<file path="src/fpe_consts.vh">
// constants for the flash program/erase control block
`ifndef FPE_CONSTS_VH
`define FPE_CONSTS_VH
// ------------------------------------------------------------
// register map (byte addresses)
// ------------------------------------------------------------
`define FPE_OFS_CTRL      12'h000
`define FPE_OFS_PROTECT   12'h004
`define FPE_OFS_STATUS    12'h008
`define FPE_OFS_TARGET    12'h00C
// ------------------------------------------------------------
// control field positions
// ------------------------------------------------------------
`define FPE_BIT_PROG      0
`define FPE_BIT_ERASE     1
`define FPE_BIT_MASS      2
`define FPE_BIT_HIVOLT    3
// ------------------------------------------------------------
// reset values and address layout
// ------------------------------------------------------------
`define FPE_CTRL_RST      4'h0
`define FPE_PROT_RST      8'hFF
`define FPE_ADDR_W        16
`define FPE_ARRAY_LO      16'hDC00
`define FPE_USER_HI       16'hFBFF
`define FPE_VECT_LO       16'hFFDC
`define FPE_VECT_HI       16'hFFFF
`define FPE_PROT_ALL      8'h70
`define FPE_PROT_NONE     8'hFF
`define FPE_PAGE_MASK     16'hFFC0
`define FPE_ROW_MASK      16'hFFE0
// ------------------------------------------------------------
// timing in nanoseconds and clock period
// ------------------------------------------------------------
`define FPE_CLK_NS        4
`define FPE_TNVS_NS       10000
`define FPE_TPGS_NS       5000
`endif

</file>
<file path="src/fpe_wait_timer.v">
// one-shot cycle counter that reports when a least wait has elapsed
`timescale 1ns/1ps
module fpe_wait_timer #(
	parameter CNT_W = 12
)(
	input  wire             clk_sys,
	input  wire             rstn,
	input  wire             start,
	input  wire             clear,
	input  wire [CNT_W-1:0] loadCount,
	output reg              done
);
	reg [CNT_W-1:0] count_reg;
	reg             run_reg;

	// count down from the load value; done stays set until cleared or restarted
	always @(posedge clk_sys or negedge rstn)
	begin
		if (!rstn)
		begin
			count_reg <= {CNT_W{1'b0}};
			run_reg   <= 1'b0;
			done      <= 1'b0;
		end
		else if (clear)
		begin
			run_reg <= 1'b0;
			done    <= 1'b0;
		end
		else if (start)
		begin
			count_reg <= loadCount;
			run_reg   <= 1'b1;
			done      <= 1'b0;
		end
		else if (run_reg)
		begin
			if (count_reg <= {{(CNT_W-1){1'b0}}, 1'b1})
			begin
				run_reg <= 1'b0;
				done    <= 1'b1;
			end
			else
				count_reg <= count_reg - {{(CNT_W-1){1'b0}}, 1'b1};
		end
	end
endmodule

</file>
<file path="src/fpe_flash_ctrl.v">
// flash program/erase sequencer with APB control registers
//
// What this block does
// - high voltage enable drives pump; settable only with a select and proper sequence
// - with erase selected, bulk bit 1 erases whole array, 0 one page
// - erase select and program select are never both 1
// - erased array bits read 1, programmed bits read 0
// - page erase clears exactly one 64-byte aligned page
// - user area plus a separate vector region handled as its own page
// - page erase aimed at vector region leaves it unchanged
// - programming works on 32-byte aligned rows
// - program select enables latching; high voltage waits setup before data
// - high voltage refused when the target lies in the protected range
// - protect byte gives address bits 13:6; 15:14 ones, 5:0 zeros
//
// The APB slave port and the register addresses were left to the implementer.
`timescale 1ns/1ps
module fpe_flash_ctrl #(
	parameter ADDR_W = 16
)(
	input  wire              clk_sys,
	input  wire              rstn,
	// apb slave
	input  wire              psel,
	input  wire              penable,
	input  wire              pwrite,
	input  wire [11:0]       paddr,
	input  wire [31:0]       pwdata,
	output reg               pready,
	output reg  [31:0]       prdata,
	output reg               pslverr,
	// array access port from the cpu side
	input  wire              arrayWrite,
	input  wire [ADDR_W-1:0] arrayAddr,
	input  wire [7:0]        arrayWdata,
	// array macro controls
	output reg               pumpOn,
	output reg               doProgram,
	output reg               doPageErase,
	output reg               doMassErase,
	output reg  [ADDR_W-1:0] opAddr,
	output reg  [7:0]        opData,
	output reg               opStrobe
);
`include "fpe_consts.vh"

	// ------------------------------------------------------------
	// timing counts
	// ------------------------------------------------------------
	localparam integer SETUP_INT = (`FPE_TNVS_NS + `FPE_CLK_NS - 1) / `FPE_CLK_NS;
	localparam integer PGS_INT   = (`FPE_TPGS_NS + `FPE_CLK_NS - 1) / `FPE_CLK_NS;
	// both counts stay below 4096, so the timer width holds them
	localparam [11:0]  SETUP_CYC = SETUP_INT[11:0];
	localparam [11:0]  PGS_CYC   = PGS_INT[11:0];

	// sequence states
	localparam [2:0] ST_IDLE  = 3'b000;
	localparam [2:0] ST_SEL   = 3'b001;
	localparam [2:0] ST_READ  = 3'b010;
	localparam [2:0] ST_LATCH = 3'b011;
	localparam [2:0] ST_HV    = 3'b100;

	// ------------------------------------------------------------
	// state
	// ------------------------------------------------------------
	reg              progSel_reg;
	reg              eraseSel_reg;
	reg              bulkSel_reg;
	reg              high_voltage_enable_reg;
	reg  [7:0]       protect_start_bits_reg;
	reg  [2:0]       state_reg;
	reg  [2:0]       state_next;
	reg  [ADDR_W-1:0] target_reg;
	reg              refused_reg;
	wire             setupDone;
	wire             pgsDone;

	wire apbWr = psel && penable && pwrite;
	wire apbRd = psel && penable && !pwrite;
	wire ctrlWr = apbWr && (paddr == `FPE_OFS_CTRL);

	// protected start address from the protect byte
	function [ADDR_W-1:0] protStart;
		input [7:0] bits;
		begin
			protStart = {2'b11, bits, 6'h00};
		end
	endfunction

	// whether an address falls in the protected range
	function isProtected;
		input [7:0]        bits;
		input [ADDR_W-1:0] addr;
		begin
			if (bits == `FPE_PROT_NONE)
				isProtected = 1'b0;
			else if (bits <= `FPE_PROT_ALL)
				isProtected = 1'b1;
			else
				isProtected = (addr >= protStart(bits));
		end
	endfunction

	function inArray;
		input [ADDR_W-1:0] addr;
		begin
			inArray = ((addr >= `FPE_ARRAY_LO) && (addr <= `FPE_USER_HI)) ||
				(addr >= `FPE_VECT_LO);
		end
	endfunction

	wire isVector = (target_reg >= `FPE_VECT_LO);
	wire anySel = progSel_reg || eraseSel_reg;
	// bulk erase checks the whole array; any protected range reaches the top address
	wire blocked = (eraseSel_reg && bulkSel_reg) ?
		isProtected(protect_start_bits_reg, `FPE_VECT_HI) :
		isProtected(protect_start_bits_reg, target_reg);
	wire wantHv = ctrlWr && pwdata[`FPE_BIT_HIVOLT];
	wire hvAllowed = anySel && (state_reg == ST_LATCH) && setupDone && !blocked;

	// ------------------------------------------------------------
	// setup timers
	// ------------------------------------------------------------
	fpe_wait_timer #(.CNT_W(12)) uSetup (
		.clk_sys  (clk_sys),
		.rstn     (rstn),
		.start    (state_reg == ST_READ && arrayWrite && inArray(arrayAddr)),
		.clear    (!anySel),
		.loadCount(SETUP_CYC),
		.done     (setupDone)
	);

	fpe_wait_timer #(.CNT_W(12)) uPgs (
		.clk_sys  (clk_sys),
		.rstn     (rstn),
		.start    (hvAllowed && wantHv && !high_voltage_enable_reg),
		.clear    (!high_voltage_enable_reg && !(hvAllowed && wantHv)),
		.loadCount(PGS_CYC),
		.done     (pgsDone)
	);

	// ------------------------------------------------------------
	// sequence tracker
	// ------------------------------------------------------------
	always @*
	begin
		state_next = state_reg;
		case (state_reg)
			ST_IDLE:
				if (anySel)
					state_next = ST_SEL;
			ST_SEL:
				if (!anySel)
					state_next = ST_IDLE;
				else if (apbRd && paddr == `FPE_OFS_PROTECT)
					state_next = ST_READ;
			ST_READ:
				if (!anySel)
					state_next = ST_IDLE;
				else if (arrayWrite && inArray(arrayAddr))
					state_next = ST_LATCH;
			ST_LATCH:
				if (!anySel)
					state_next = ST_IDLE;
				else if (high_voltage_enable_reg)
					state_next = ST_HV;
			ST_HV:
				if (!anySel && !high_voltage_enable_reg)
					state_next = ST_IDLE;
			default:
				state_next = ST_IDLE;
		endcase
	end

	always @(posedge clk_sys or negedge rstn)
	begin
		if (!rstn)
			state_reg <= ST_IDLE;
		else
			state_reg <= state_next;
	end

	// ------------------------------------------------------------
	// control register
	// ------------------------------------------------------------
	// control bits with select interlock and guarded high voltage
	always @(posedge clk_sys or negedge rstn)
	begin
		if (!rstn)
		begin
			{high_voltage_enable_reg, bulkSel_reg, eraseSel_reg, progSel_reg} <= `FPE_CTRL_RST;
			protect_start_bits_reg <= `FPE_PROT_RST;
		end
		else if (apbWr)
		begin
			if (paddr == `FPE_OFS_CTRL)
			begin
				bulkSel_reg <= pwdata[`FPE_BIT_MASS];
				// a set of one select is refused while the other is held
				if (pwdata[`FPE_BIT_ERASE] && pwdata[`FPE_BIT_PROG])
				begin
					eraseSel_reg <= eraseSel_reg;
					progSel_reg  <= progSel_reg;
				end
				else
				begin
					eraseSel_reg <= pwdata[`FPE_BIT_ERASE] && !progSel_reg;
					progSel_reg  <= pwdata[`FPE_BIT_PROG] && !eraseSel_reg;
				end
				if (!pwdata[`FPE_BIT_HIVOLT])
					high_voltage_enable_reg <= 1'b0;
				else if (hvAllowed || high_voltage_enable_reg)
					high_voltage_enable_reg <= 1'b1;
			end
			else if (paddr == `FPE_OFS_PROTECT)
				protect_start_bits_reg <= pwdata[7:0];
		end
	end

	// refused attempt to raise high voltage is sticky until next control register write
	always @(posedge clk_sys or negedge rstn)
	begin
		if (!rstn)
			refused_reg <= 1'b0;
		else if (wantHv && !high_voltage_enable_reg && !hvAllowed)
			refused_reg <= 1'b1;
		else if (ctrlWr)
			refused_reg <= 1'b0;
	end

	// capture first in-array write address after the protect read that follows a select
	always @(posedge clk_sys or negedge rstn)
	begin
		if (!rstn)
			target_reg <= {ADDR_W{1'b0}};
		else if (state_reg == ST_READ && arrayWrite && inArray(arrayAddr))
			target_reg <= arrayAddr;
	end

	// ------------------------------------------------------------
	// array macro drive
	// ------------------------------------------------------------
	// erase scope and data strobes toward the array
	always @(posedge clk_sys or negedge rstn)
	begin
		if (!rstn)
		begin
			pumpOn      <= 1'b0;
			doProgram   <= 1'b0;
			doPageErase <= 1'b0;
			doMassErase <= 1'b0;
			opAddr      <= {ADDR_W{1'b0}};
			opData      <= 8'h00;
			opStrobe    <= 1'b0;
		end
		else
		begin
			pumpOn      <= high_voltage_enable_reg;
			doMassErase <= high_voltage_enable_reg && eraseSel_reg && bulkSel_reg;
			// page erase on a vector target does nothing
			doPageErase <= high_voltage_enable_reg && eraseSel_reg && !bulkSel_reg && !isVector;
			doProgram   <= high_voltage_enable_reg && progSel_reg;
			opStrobe    <= 1'b0;
			if (eraseSel_reg && !bulkSel_reg)
				opAddr <= target_reg & `FPE_PAGE_MASK;
			else if (progSel_reg && !(high_voltage_enable_reg && pgsDone))
				opAddr <= target_reg & `FPE_ROW_MASK;
			// byte writes in the captured row are passed on after the setup wait
			if (high_voltage_enable_reg && progSel_reg && pgsDone && arrayWrite &&
				((arrayAddr & `FPE_ROW_MASK) == (target_reg & `FPE_ROW_MASK)) &&
				!isProtected(protect_start_bits_reg, arrayAddr))
			begin
				opAddr   <= arrayAddr;
				opData   <= arrayWdata & 8'hFF; // data 0 bits program, 1 bits stay erased
				opStrobe <= 1'b1;
			end
		end
	end

	// ------------------------------------------------------------
	// apb slave
	// ------------------------------------------------------------
	// single wait-free access; read data in access phase
	always @(posedge clk_sys or negedge rstn)
	begin
		if (!rstn)
		begin
			pready  <= 1'b0;
			prdata  <= 32'h0000_0000;
			pslverr <= 1'b0;
		end
		else
		begin
			pready  <= psel && !penable;
			pslverr <= 1'b0;
			prdata  <= 32'h0000_0000;
			if (psel && !penable)
			begin
				case (paddr)
					`FPE_OFS_CTRL:
						prdata <= {28'h0000000, high_voltage_enable_reg, bulkSel_reg, eraseSel_reg, progSel_reg};
					`FPE_OFS_PROTECT:
						prdata <= {24'h000000, protect_start_bits_reg};
					`FPE_OFS_STATUS:
						prdata <= {25'h0000000, refused_reg, pgsDone, setupDone, 1'b0, state_reg};
					`FPE_OFS_TARGET:
						prdata <= {16'h0000, target_reg};
					default:
						pslverr <= 1'b1;
				endcase
			end
		end
	end
endmodule

</file>
<file path="config.mk">
export PLATFORM = sky130hd
export DESIGN_NAME = fpe_flash_ctrl
export DESIGN_NICKNAME = d
export VERILOG_FILES = /design/src/fpe_wait_timer.v /design/src/fpe_flash_ctrl.v
export VERILOG_INCLUDE_DIRS = /design/src
export SDC_FILE = /design/constraint.sdc
export NUM_CORES = 1
export LEC_CHECK = 0
export ABC_AREA = 1
export BUFFER_PORTS_ARGS = -buffer_cell sky130_fd_sc_hd__clkbuf_2
export CAP_MARGIN = 0
export CORE_ASPECT_RATIO = 2
export CORE_MARGIN = 2
export CORE_UTILIZATION = 58
export CTS_CLUSTER_DIAMETER = 40
export DETAILED_ROUTE_END_ITERATION = 7
export PLACE_DENSITY_LB_ADDON = 0.2
export SYNTH_ARGS = -nofsm -noshare
export SYNTH_HDL_FRONTEND = slang
export SYNTH_SLANG_ARGS = --single-unit
</file>
<file path="constraint.sdc">
create_clock -name clk_sys -period 5.2 [get_ports clk_sys]
set_input_delay 0.78 -clock clk_sys [delete_from_list [all_inputs] [get_ports clk_sys]]
set_output_delay 0.78 -clock clk_sys [all_outputs]
set_load 0.02 [all_outputs]
</file>
# Word-level counts from Yosys, hierarchy flattened
# Cells that the tools add are included.
[word_totals]
register_bits = 123
latchBits = 0
ram_bits = 0
romBits = 0
in_bits = 74
word_cells = 176
n_memories = 0
[classes]
add_sub_neg = 2
mul = 0
div = 0
n_lt_le_gt_ge = 9
n_eq_ne = 19
n_shift = 0
mux = 49
n_bitwise = 3
reduce_logical = 70
[ops]
columns = ["cell", "count"]
rows = [
  ["12-bit two-way mux", 6],
  ["16-bit two-way mux", 4],
  ["16-bit case mux with 4 select lines", 1],
  ["16-bit >= comparator (second input constant)", 3],
  ["1-bit logical AND", 36],
  ["16-bit >= comparator", 2],
  ["1-bit two-way mux", 29],
  ["12-bit by 4-bit == test with 1-bit output (second input constant)", 2],
  ["12-bit by 1-bit less-or-equal comparator with 1-bit output (second input constant)", 2],
  ["3-bit two-way mux", 8],
  ["12-bit by 1-bit subtractor with 12-bit output (second input constant)", 2],
  ["16-bit less-or-equal comparator (second input constant)", 1],
  ["3-bit case mux with 5 select lines", 1],
  ["3-bit AND reduction", 5],
  ["1-bit logical NOT", 13],
  ["12-bit by 3-bit == test with 1-bit output (second input constant)", 1],
  ["12-bit logical NOT", 1],
  ["11-bit == test", 1],
  ["3-bit != test (second input constant)", 3],
  ["3-bit nonzero test", 3],
  ["8-bit == test (second input constant)", 1],
  ["8-bit by 7-bit less-or-equal comparator with 1-bit output (second input constant)", 1],
  ["3-bit by 2-bit == test with 1-bit output (second input constant)", 2],
  ["2-bit by 1-bit != test with 1-bit output (second input constant)", 3],
  ["11 further kinds", 21],
]

# Depth between registers and ports, before layout
# Gate-level depths: netlist (run 1).
[depth]
depth_word = 11
mapped_depth = 15
ltp_nobuf = 14

# Modules after synthesis
# From an unflattened synthesis (run 1), not the netlist that was laid out.
[unflattened]
cells_unflattened = 871
area_unflattened_um2 = 6374.9
[modules_own_cells]
columns = ["mod", "n_inst", "cells_per_inst", "area_per_inst_um2", "seq_area_each_um2"]
rows = [
  ["fpe_flash_ctrl", 1, 541, 4305.4, 1986.9],
  ["fpe_wait_timer at uSetup", 1, 165, 1042.2, 350.3],
  ["fpe_wait_timer at uPgs", 1, 165, 1027.2, 350.3],
]

# Worst setup path after synthesis (run 1)
# No wires, ideal clock.
[synth_path]
path_type = "input port to flip-flop"
startpoint = "in arrayAddr[11]"
endpoint = "reg opAddr[6]"
setup_ns = 0.117
t_arrival_ns = 2.002
required_time_ns = 5.083
path_slack_ns = 3.081
stages = 12
cell_sequence = "ha_1 -> nand2_1 -> inv_1 -> nand2_1 -> nand2_1 -> nand2_1 -> nand3_1 -> o21bai_1 -> nand2_4 -> buf_2 -> nand3_1 -> nand2_1"
[synth_via]
elab_chain_len = 6
elab_cells_between_ends = 9
[synth_lines]
columns = ["element", "line_no", "source"]
rows = [
  ["start: declaration", "fpe_flash_ctrl.v:34", "input wire [ADDR_W-1:0] arrayAddr,"],
  ["16-bit >= comparator", "fpe_flash_ctrl.v:100", "isProtected = (addr >= protStart(bits));"],
  ["1-bit two-way mux", "fpe_flash_ctrl.v:97", "else if (bits <= `FPE_PROT_ALL)"],
  ["1-bit two-way mux", "fpe_flash_ctrl.v:95", "if (bits == `FPE_PROT_NONE)"],
  ["1-bit logical NOT", "fpe_flash_ctrl.v:271", "!isProtected(protect_start_bits_reg, arrayAddr))"],
  ["1-bit logical AND (*)", "fpe_flash_ctrl.v:269", "if (high_voltage_enable_reg && progSel_reg && pgsDone && arrayWrite &&"],
  ["3-bit nonzero test (no line) / 16-bit two-way mux (equally long branches)", "--", ""],
  ["end signal: assignment", "fpe_flash_ctrl.v:265", "opAddr <= target_reg & `FPE_PAGE_MASK;"],
  ["end signal: assignment", "fpe_flash_ctrl.v:267", "opAddr <= target_reg & `FPE_ROW_MASK;"],
  ["end signal: assignment", "fpe_flash_ctrl.v:273", "opAddr <= arrayAddr;"],
  ["end: declaration", "fpe_flash_ctrl.v:41", "output reg [ADDR_W-1:0] opAddr,"],
]
# Every way passes the cells marked *; elsewhere a longest branch is shown, timed or not.
# A chain may end at the register's enable or synchronous reset.

# Worst setup path after layout (run 1)
[layout_path]
startpoint = "reg protect_start_bits_reg[7]"
endpoint = "reg opAddr[15]"
[layout_via]
elab_chain_len = 6
elab_cells_between_ends = 9
[layout_lines]
columns = ["element", "line_no", "source"]
rows = [
  ["start: declaration", "fpe_flash_ctrl.v:70", "reg [7:0] protect_start_bits_reg;"],
  ["start signal: assignment", "fpe_flash_ctrl.v:192", "protect_start_bits_reg <= `FPE_PROT_RST;"],
  ["start signal: assignment", "fpe_flash_ctrl.v:216", "protect_start_bits_reg <= pwdata[7:0];"],
  ["16-bit >= comparator / 8-bit by 7-bit less-or-equal comparator with 1-bit output (equally long branches)", "--", ""],
  ["1-bit two-way mux", "fpe_flash_ctrl.v:97", ""],
  ["1-bit two-way mux (*)", "fpe_flash_ctrl.v:95", ""],
  ["1-bit logical NOT (*)", "fpe_flash_ctrl.v:271", ""],
  ["1-bit logical AND (*)", "fpe_flash_ctrl.v:269", ""],
  ["3-bit nonzero test (no line) / 16-bit two-way mux (equally long branches)", "--", ""],
]
# Marked as above.

==> reports/results.ini, run 1 <==
[setup_path]
path_max_fanout = 26
r2r_start = protect_start_bits_reg[7]$_DFFE_PN1P_
worstPathRequired_ns = 5.49
reg2reg_to = opAddr[15]$_DFFE_PN0P_
start_kind = flip-flop
worstSetupEndpointType = flip-flop
rrSetupSlack_ns = 2.68
reg2reg_depth = 11
worstSetupPathType = flip-flop to flip-flop
cp.arrival_ns = 2.82
critPathLaunch = protect_start_bits_reg[7]$_DFFE_PN1P_

[grt]
grtUsageTotal = 0.2894
antenna_found_initial = 0
grt_max_degree = 57
grt_first_pass_wirelength_um = 23920
grt_remaining_overflow = 0
grt_pass1_vias = 5161

[synth]
synth_seq_cells = 107
ys_warn_count = 0
synthesis.instances = 741
synth_cell_types = 41
syn_area_um2 = 5793
ys_seq_area_frac = 0.4639
postSynthAreaPerCell_um2 = 7.818

[run_status]
status = complete, no violations

[sta]
skew_ns = 0.009828
fmax_mhz = 396.1
tns_ns = 0
worst_pin_slew_ns = 0.7838
rsz0062_at_grt = no
slew_headroom = 0.4760
finalSetupViolations = 0
min_period_ns = 2.525
hold_viol_final = 0
period_share = 0.4855
slew_violations = 0
hold_slack_ns = 0.4515

[routing]
remaining_drc_errors = 0
num_vias = 5107
firstDrtPassIters = 5
via_per_inst = 5.249
wirelength_um = 14860
ant_nets = 0
first_iter_violations = 360
detail_route.wl_per_cell_um = 15.27

[clock_tree]
cts_tree = yes
cts.sinks = 107
cts_buffer_depth = 2
cts_root_buf = clkbuf_16
h-tree-depth = 3
cts_made_buffers = 9
clock_latency_ns = 0.36
post_cts_buffers = 0
cts_resized = 0
path_clk_slew_ns = 0.07
holdBufCountCts = 0

[cells_and_area]
drive_above_1_share = 0.1724
final_nets = 930
syn2layout_area_growth_pct = 14.64
design_area_um2 = 6641
antenna_cells_inserted = 0
layout.cells.non_filler = 973
fillerInstances = 863

[floorplan]
die_w_um = 74.67
core_um2 = 9699
dieArea_um2 = 10850
num_io_pins = 137
placementRows = 51
start_util = 0.5973
dieHeight_um = 145.3

[placement]
portBuffers = 96
dpl_cell_area_um2 = 6316
dpl.cell_count = 957
gp_congestion = 0.9165
dp_hpwl_um = 11670

[power]
leakage_nw = 3.752
p_per_area_nw_per_um2 = 278.4
vdd_drop_max_mv = 0.2148

[hold_path]
hp-class = input port to asynchronous set/reset pin

[run]
drv_cap = 0

## cells in the mapped netlist (all sizes together)
master | number | area share
a21boi | 1 | 0.0013
a21oi | 9 | 0.0078
a311oi | 1 | 0.0015
a31o | 1 | 0.0015
a31oi | 2 | 0.0022
buf | 26 | 0.032
clkbuf | 3 | 0.0019
clkinv | 2 | 0.0013
conb | 1 | 0.00065
dfrtp | 99 | 0.43
dfstp | 8 | 0.036
ha | 20 | 0.043
inv | 114 | 0.074
nand2 | 201 | 0.13
nand3 | 48 | 0.044
nand3b | 3 | 0.0039
nand4 | 17 | 0.018
nor2 | 74 | 0.055
nor3 | 20 | 0.017
nor3b | 1 | 0.0013
nor4 | 1 | 0.0011
o21a | 1 | 0.0013
o21ai | 51 | 0.044
o21bai | 4 | 0.0052
o22ai | 11 | 0.012
o31ai | 1 | 0.0013
or2 | 2 | 0.0022
xnor2 | 4 | 0.0060
xor2 | 15 | 0.023
## area by class of cell
cell class,instances,area (um^2),area share
flip-flops and latches,107,2688,0.4047
well taps,132,165.2,0.02487
inverters,116,435.4,0.06556
clock buffers,9,225.2,0.03391
multi-input cells,504,2530,0.3809
repair buffers,98,498.0,0.07498
clock inverters,7,100.1,0.01507
## report_power, final
| group | internal (mW) | switching [mW] |
|---|---|---|
| Combinational | 0.0717 | 0.147 |
| Sequential | 0.862 | 0.0278 |
| Clock | 0.426 | 0.314 |
## layout by cell type (no fill, tap or decap), types with 8 or more instances in the layout
cell type | netlist | final
a21oi_1 | 9 | 9
clkbuf_16 | 0 | 9
clkbuf_2 | 0 | 95
conb_1 | 1 | 16
dfrtp_1 | 99 | 99
dfstp_2 | 8 | 8
ha_1 | 20 | 20
inv_1 | 106 | 106
inv_2 | 8 | 8
nand2_1 | 197 | 197
nand3_1 | 46 | 46
nand4_1 | 17 | 17
nor2_1 | 67 | 67
nor3_1 | 20 | 20
o21ai_0 | 48 | 48
o22ai_1 | 11 | 11
xor2_1 | 15 | 15
## cell families (layout without fill, tap and decap cells)
group,Yosys count,after routing,share of synthesized area
simple gates,367,367,0.2765
buf+inv,145,230,0.1091
flops,107,107,0.4639
compound gates,82,82,0.07797
fa+ha+maj,20,20,0.04320
xor+xnor,19,19,0.02873
other cells,1,16,0.0006473
## worst max-delay path, cell delays in order (launching register included)
cell,delay (ns)
dfstp_2,0.51
inv_1,0.12
ha_1,0.32
nand2_1,0.06
inv_1,0.03
o21ai_0,0.18
nand3_1,0.12
o21bai_1,0.32
nand2_4,0.25
nand2_1,0.35
nand2_1,0.11
nand2_1,0.08
## routing by layer
metal  GRT usage  routed length, um  up-vias
met5           0                  0        -
met4      0.1911                925        0
met3     0.05125                614       63
met2      0.5314               8358      164
met1      0.2731               4958     2382
li1            -                  -     2498
## through the flow
| step | power (mW) | setup WS (ns) | utilization |
|---|---|---|---|
| floorplan | 1.044 | 3.081 | - |
| global placement | 1.111 | 2.496 | 0.6512 |
| detailed placement | 1.121 | 2.422 | 0.6512 |
| CTS | 1.859 | 2.678 | 0.6847 |
| global route | 1.928 | 2.439 | 0.6847 |
| finish | 1.849 | 2.675 | 0.6847 |
## worst max-delay path by stage
stage	endpoint	slack, ns	depth (start not counted)
after floorplan	opAddr[6]$_DFFE_PN0P_	3.08	12
after global placement	opAddr[5]$_DFFE_PN0P_	2.50	13
after detailed placement	opAddr[15]$_DFFE_PN0P_	2.42	13
after CTS	opAddr[15]$_DFFE_PN0P_	2.68	13
after global routing	opAddr[5]$_DFFE_PN0P_	2.44	13
final	opAddr[15]$_DFFE_PN0P_	2.68	11
Power figures use the tool's default switching activity.
==> inputs of run 2 (changes only) <==
--- a/config.mk
+++ b/config.mk
@@ -11,7 +11,7 @@
 export CAP_MARGIN = 0
 export CORE_ASPECT_RATIO = 2
 export CORE_MARGIN = 2
-export CORE_UTILIZATION = 58
+export CORE_UTILIZATION = 54
 export CTS_CLUSTER_DIAMETER = 40
 export DETAILED_ROUTE_END_ITERATION = 7
 export PLACE_DENSITY_LB_ADDON = 0.2
==> constraint.sdc (replaced) <==
create_clock -name clk_sys -period 2.5 [get_ports clk_sys]
set_input_delay 0.375 -clock clk_sys [delete_from_list [all_inputs] [get_ports clk_sys]]
set_output_delay 0.375 -clock clk_sys [all_outputs]
set_load 0.02 [all_outputs]
==> reports/results.ini, run 2 (synthesis gave the netlist of run 1 again) <==
[cells_and_area]
final_cell_mix = 196 x nand2_1, 106 x inv_1, 99 x dfrtp_1
antenna_cells_inserted = 0
layout_commonest_cell = nand2_1
drive_above_1_share = 0.1843
design_area_um2 = 6713
final_nets = 941
syn2layout_area_growth_pct = 15.87
fillerInstances = 995

[clock_tree]
cts.sinks = 107
cts_tree = yes
path_clk_slew_ns = 0.07
cts_made_buffers = 9
cts_buffer_depth = 2
h-tree-depth = 3
cts_root_buf = clkbuf_16
clock_latency_ns = 0.35
post_cts_buffers = 0

[routing]
firstDrtPassIters = 4
num_vias = 5091
via_per_inst = 5.148
wirelength_um = 14940
detail_route.wl_per_cell_um = 15.11
ant_nets = 0
remaining_drc_errors = 0
first_iter_violations = 265

[hold_path]
hp-class = input port to flip-flop

[sta]
fmax_mhz = 453.1
skew_ns = 0.007218
rsz0062_at_grt = no
hold_slack_ns = 0.2183
worst_pin_slew_ns = 0.5880
tns_ns = 0
hold_viol_final = 0
slew_headroom = 0.6068
min_period_ns = 2.207
slew_violations = 0
finalSetupViolations = 0
period_share = 0.8828

[power]
p_per_area_nw_per_um2 = 544.4
vdd_drop_max_mv = 0.5437
leakage_nw = 3.780
p_total_mw = 3.655

[setup_path]
critPathSlowestCell = dfstp_2
worstSetupEndpointType = flip-flop
max_stage_delay_ns = 0.54
cp.arrival_ns = 2.45
start_kind = flip-flop
rrSetupSlack_ns = 0.29
crit_path_cell_trace = inv_1 > buf_4 > ha_1 > nand2_1 > inv_1 > nand2_1 > nand2_1 > a21oi_1 > nand2_1 > nand2_1 > nand2_1 > nand2_1 > nand3_2 > nand2_1 > inv_1
worstPathRequired_ns = 2.75
worstSetupPathType = flip-flop to flip-flop
path_max_fanout = 13
cp_common_cell = nand2_1

[grt]
use_met2 = 0.5261
grtUsageMet1 = 0.2689
antenna_found_initial = 0
grt_max_degree = 50
grt_first_pass_wirelength_um = 24370
grtUsageTotal = 0.2714
grt-busiest-layer = met2
grt_pass1_vias = 5163
grt.met3_usage = 0.04376
grt_remaining_overflow = 0

[floorplan]
dieHeight_um = 150.5
core_um2 = 10480
die_w_um = 77.24
start_util = 0.5529
num_io_pins = 137
placementRows = 53
dieArea_um2 = 11620

[run]
drv_cap = 0

[placement]
dp_hpwl_um = 11940
gp_congestion = 0.9030
portBuffers = 96
dpl_cell_area_um2 = 6410

[run_status]
status = complete, no violations

-- run 2: cell count changes in the layout (fill, tap and decap cells not counted), sizes merged --
cell	change
bufinv	-2
dlygate4sd3	+1
clkinv	+2
buf	+10
-- run 2: area by class of cell --
cell class                      instances  area [um^2]  share of cell area
Sequential cell                       107         2688              0.4004
Multi-Input combinational cell        504         2536              0.3778
Timing Repair Buffer                  109        595.6             0.08872
Inverter                              116        435.4             0.06486
Clock buffer                            9        225.2             0.03355
Tap cell                              137        171.4             0.02554
Clock inverter                          7        61.31            0.009133
-- run 2: timing repair --
item                                    in CTS  in global routing
endpoints found under the setup margin       0                 13
hold buffers                                 1                  0
resized for setup                            0                  2
hold endpoints to repair                    31                  0
-- run 2: worst paths after layout --
check	from	endpoint	cells past startpoint
min in group asynchronous	rstn	prdata[11]$_DFF_PN0_	2
hold / removal	arrayWdata[6]	opData[6]$_DFFE_PN0P_	3
setup / recovery	protect_start_bits_reg[5]$_DFFE_PN1P_	uPgs.count_reg[2]$_DFFE_PN0P_	15
max in group asynchronous	rstn	pready$_DFF_PN0_	3
hold reg to reg	opData[6]$_DFFE_PN0P_	opData[6]$_DFFE_PN0P_	2
setup reg to reg	protect_start_bits_reg[5]$_DFFE_PN1P_	uPgs.count_reg[2]$_DFFE_PN0P_	15
-- run 2: stage by stage --
stage            util  setup slack [ns]  std cells
2_1_floorplan       -            0.5972        756
3_3_place_gp   0.6118            0.2067        972
3_5_place_dp   0.6118            0.1112        972
4_1_cts        0.6401           0.08585        989
5_1_grt        0.6407           0.04415        989
6_report       0.6407            0.2930        989
-- run 2: per-layer routing --
metal / up-vias / wire length (um)
li1: 2527 / -
met4: 0 / 731
met2: 114 / 8473
met5: - / 0
met3: 39 / 486
met1: 2411 / 5251
-- run 2: critical path: cells and delay by family (launching register included) --
kind | cells | cell delay (ns)
simple gates | 9 | 0.84
flops | 1 | 0.54
fa+ha+maj | 1 | 0.31
buf+inv | 4 | 0.30
compound gates | 1 | 0.11
-- run 2: where the power goes --
| part | internal [mW] | switching (mW) | total (mW) |
|---|---|---|---|
| logic | 0.155 | 0.299 | 0.454 |
| clock network | 0.691 | 0.663 | 1.35 |
| registers | 1.79 | 0.0542 | 1.85 |
| total | 2.64 | 1.02 | 3.65 |
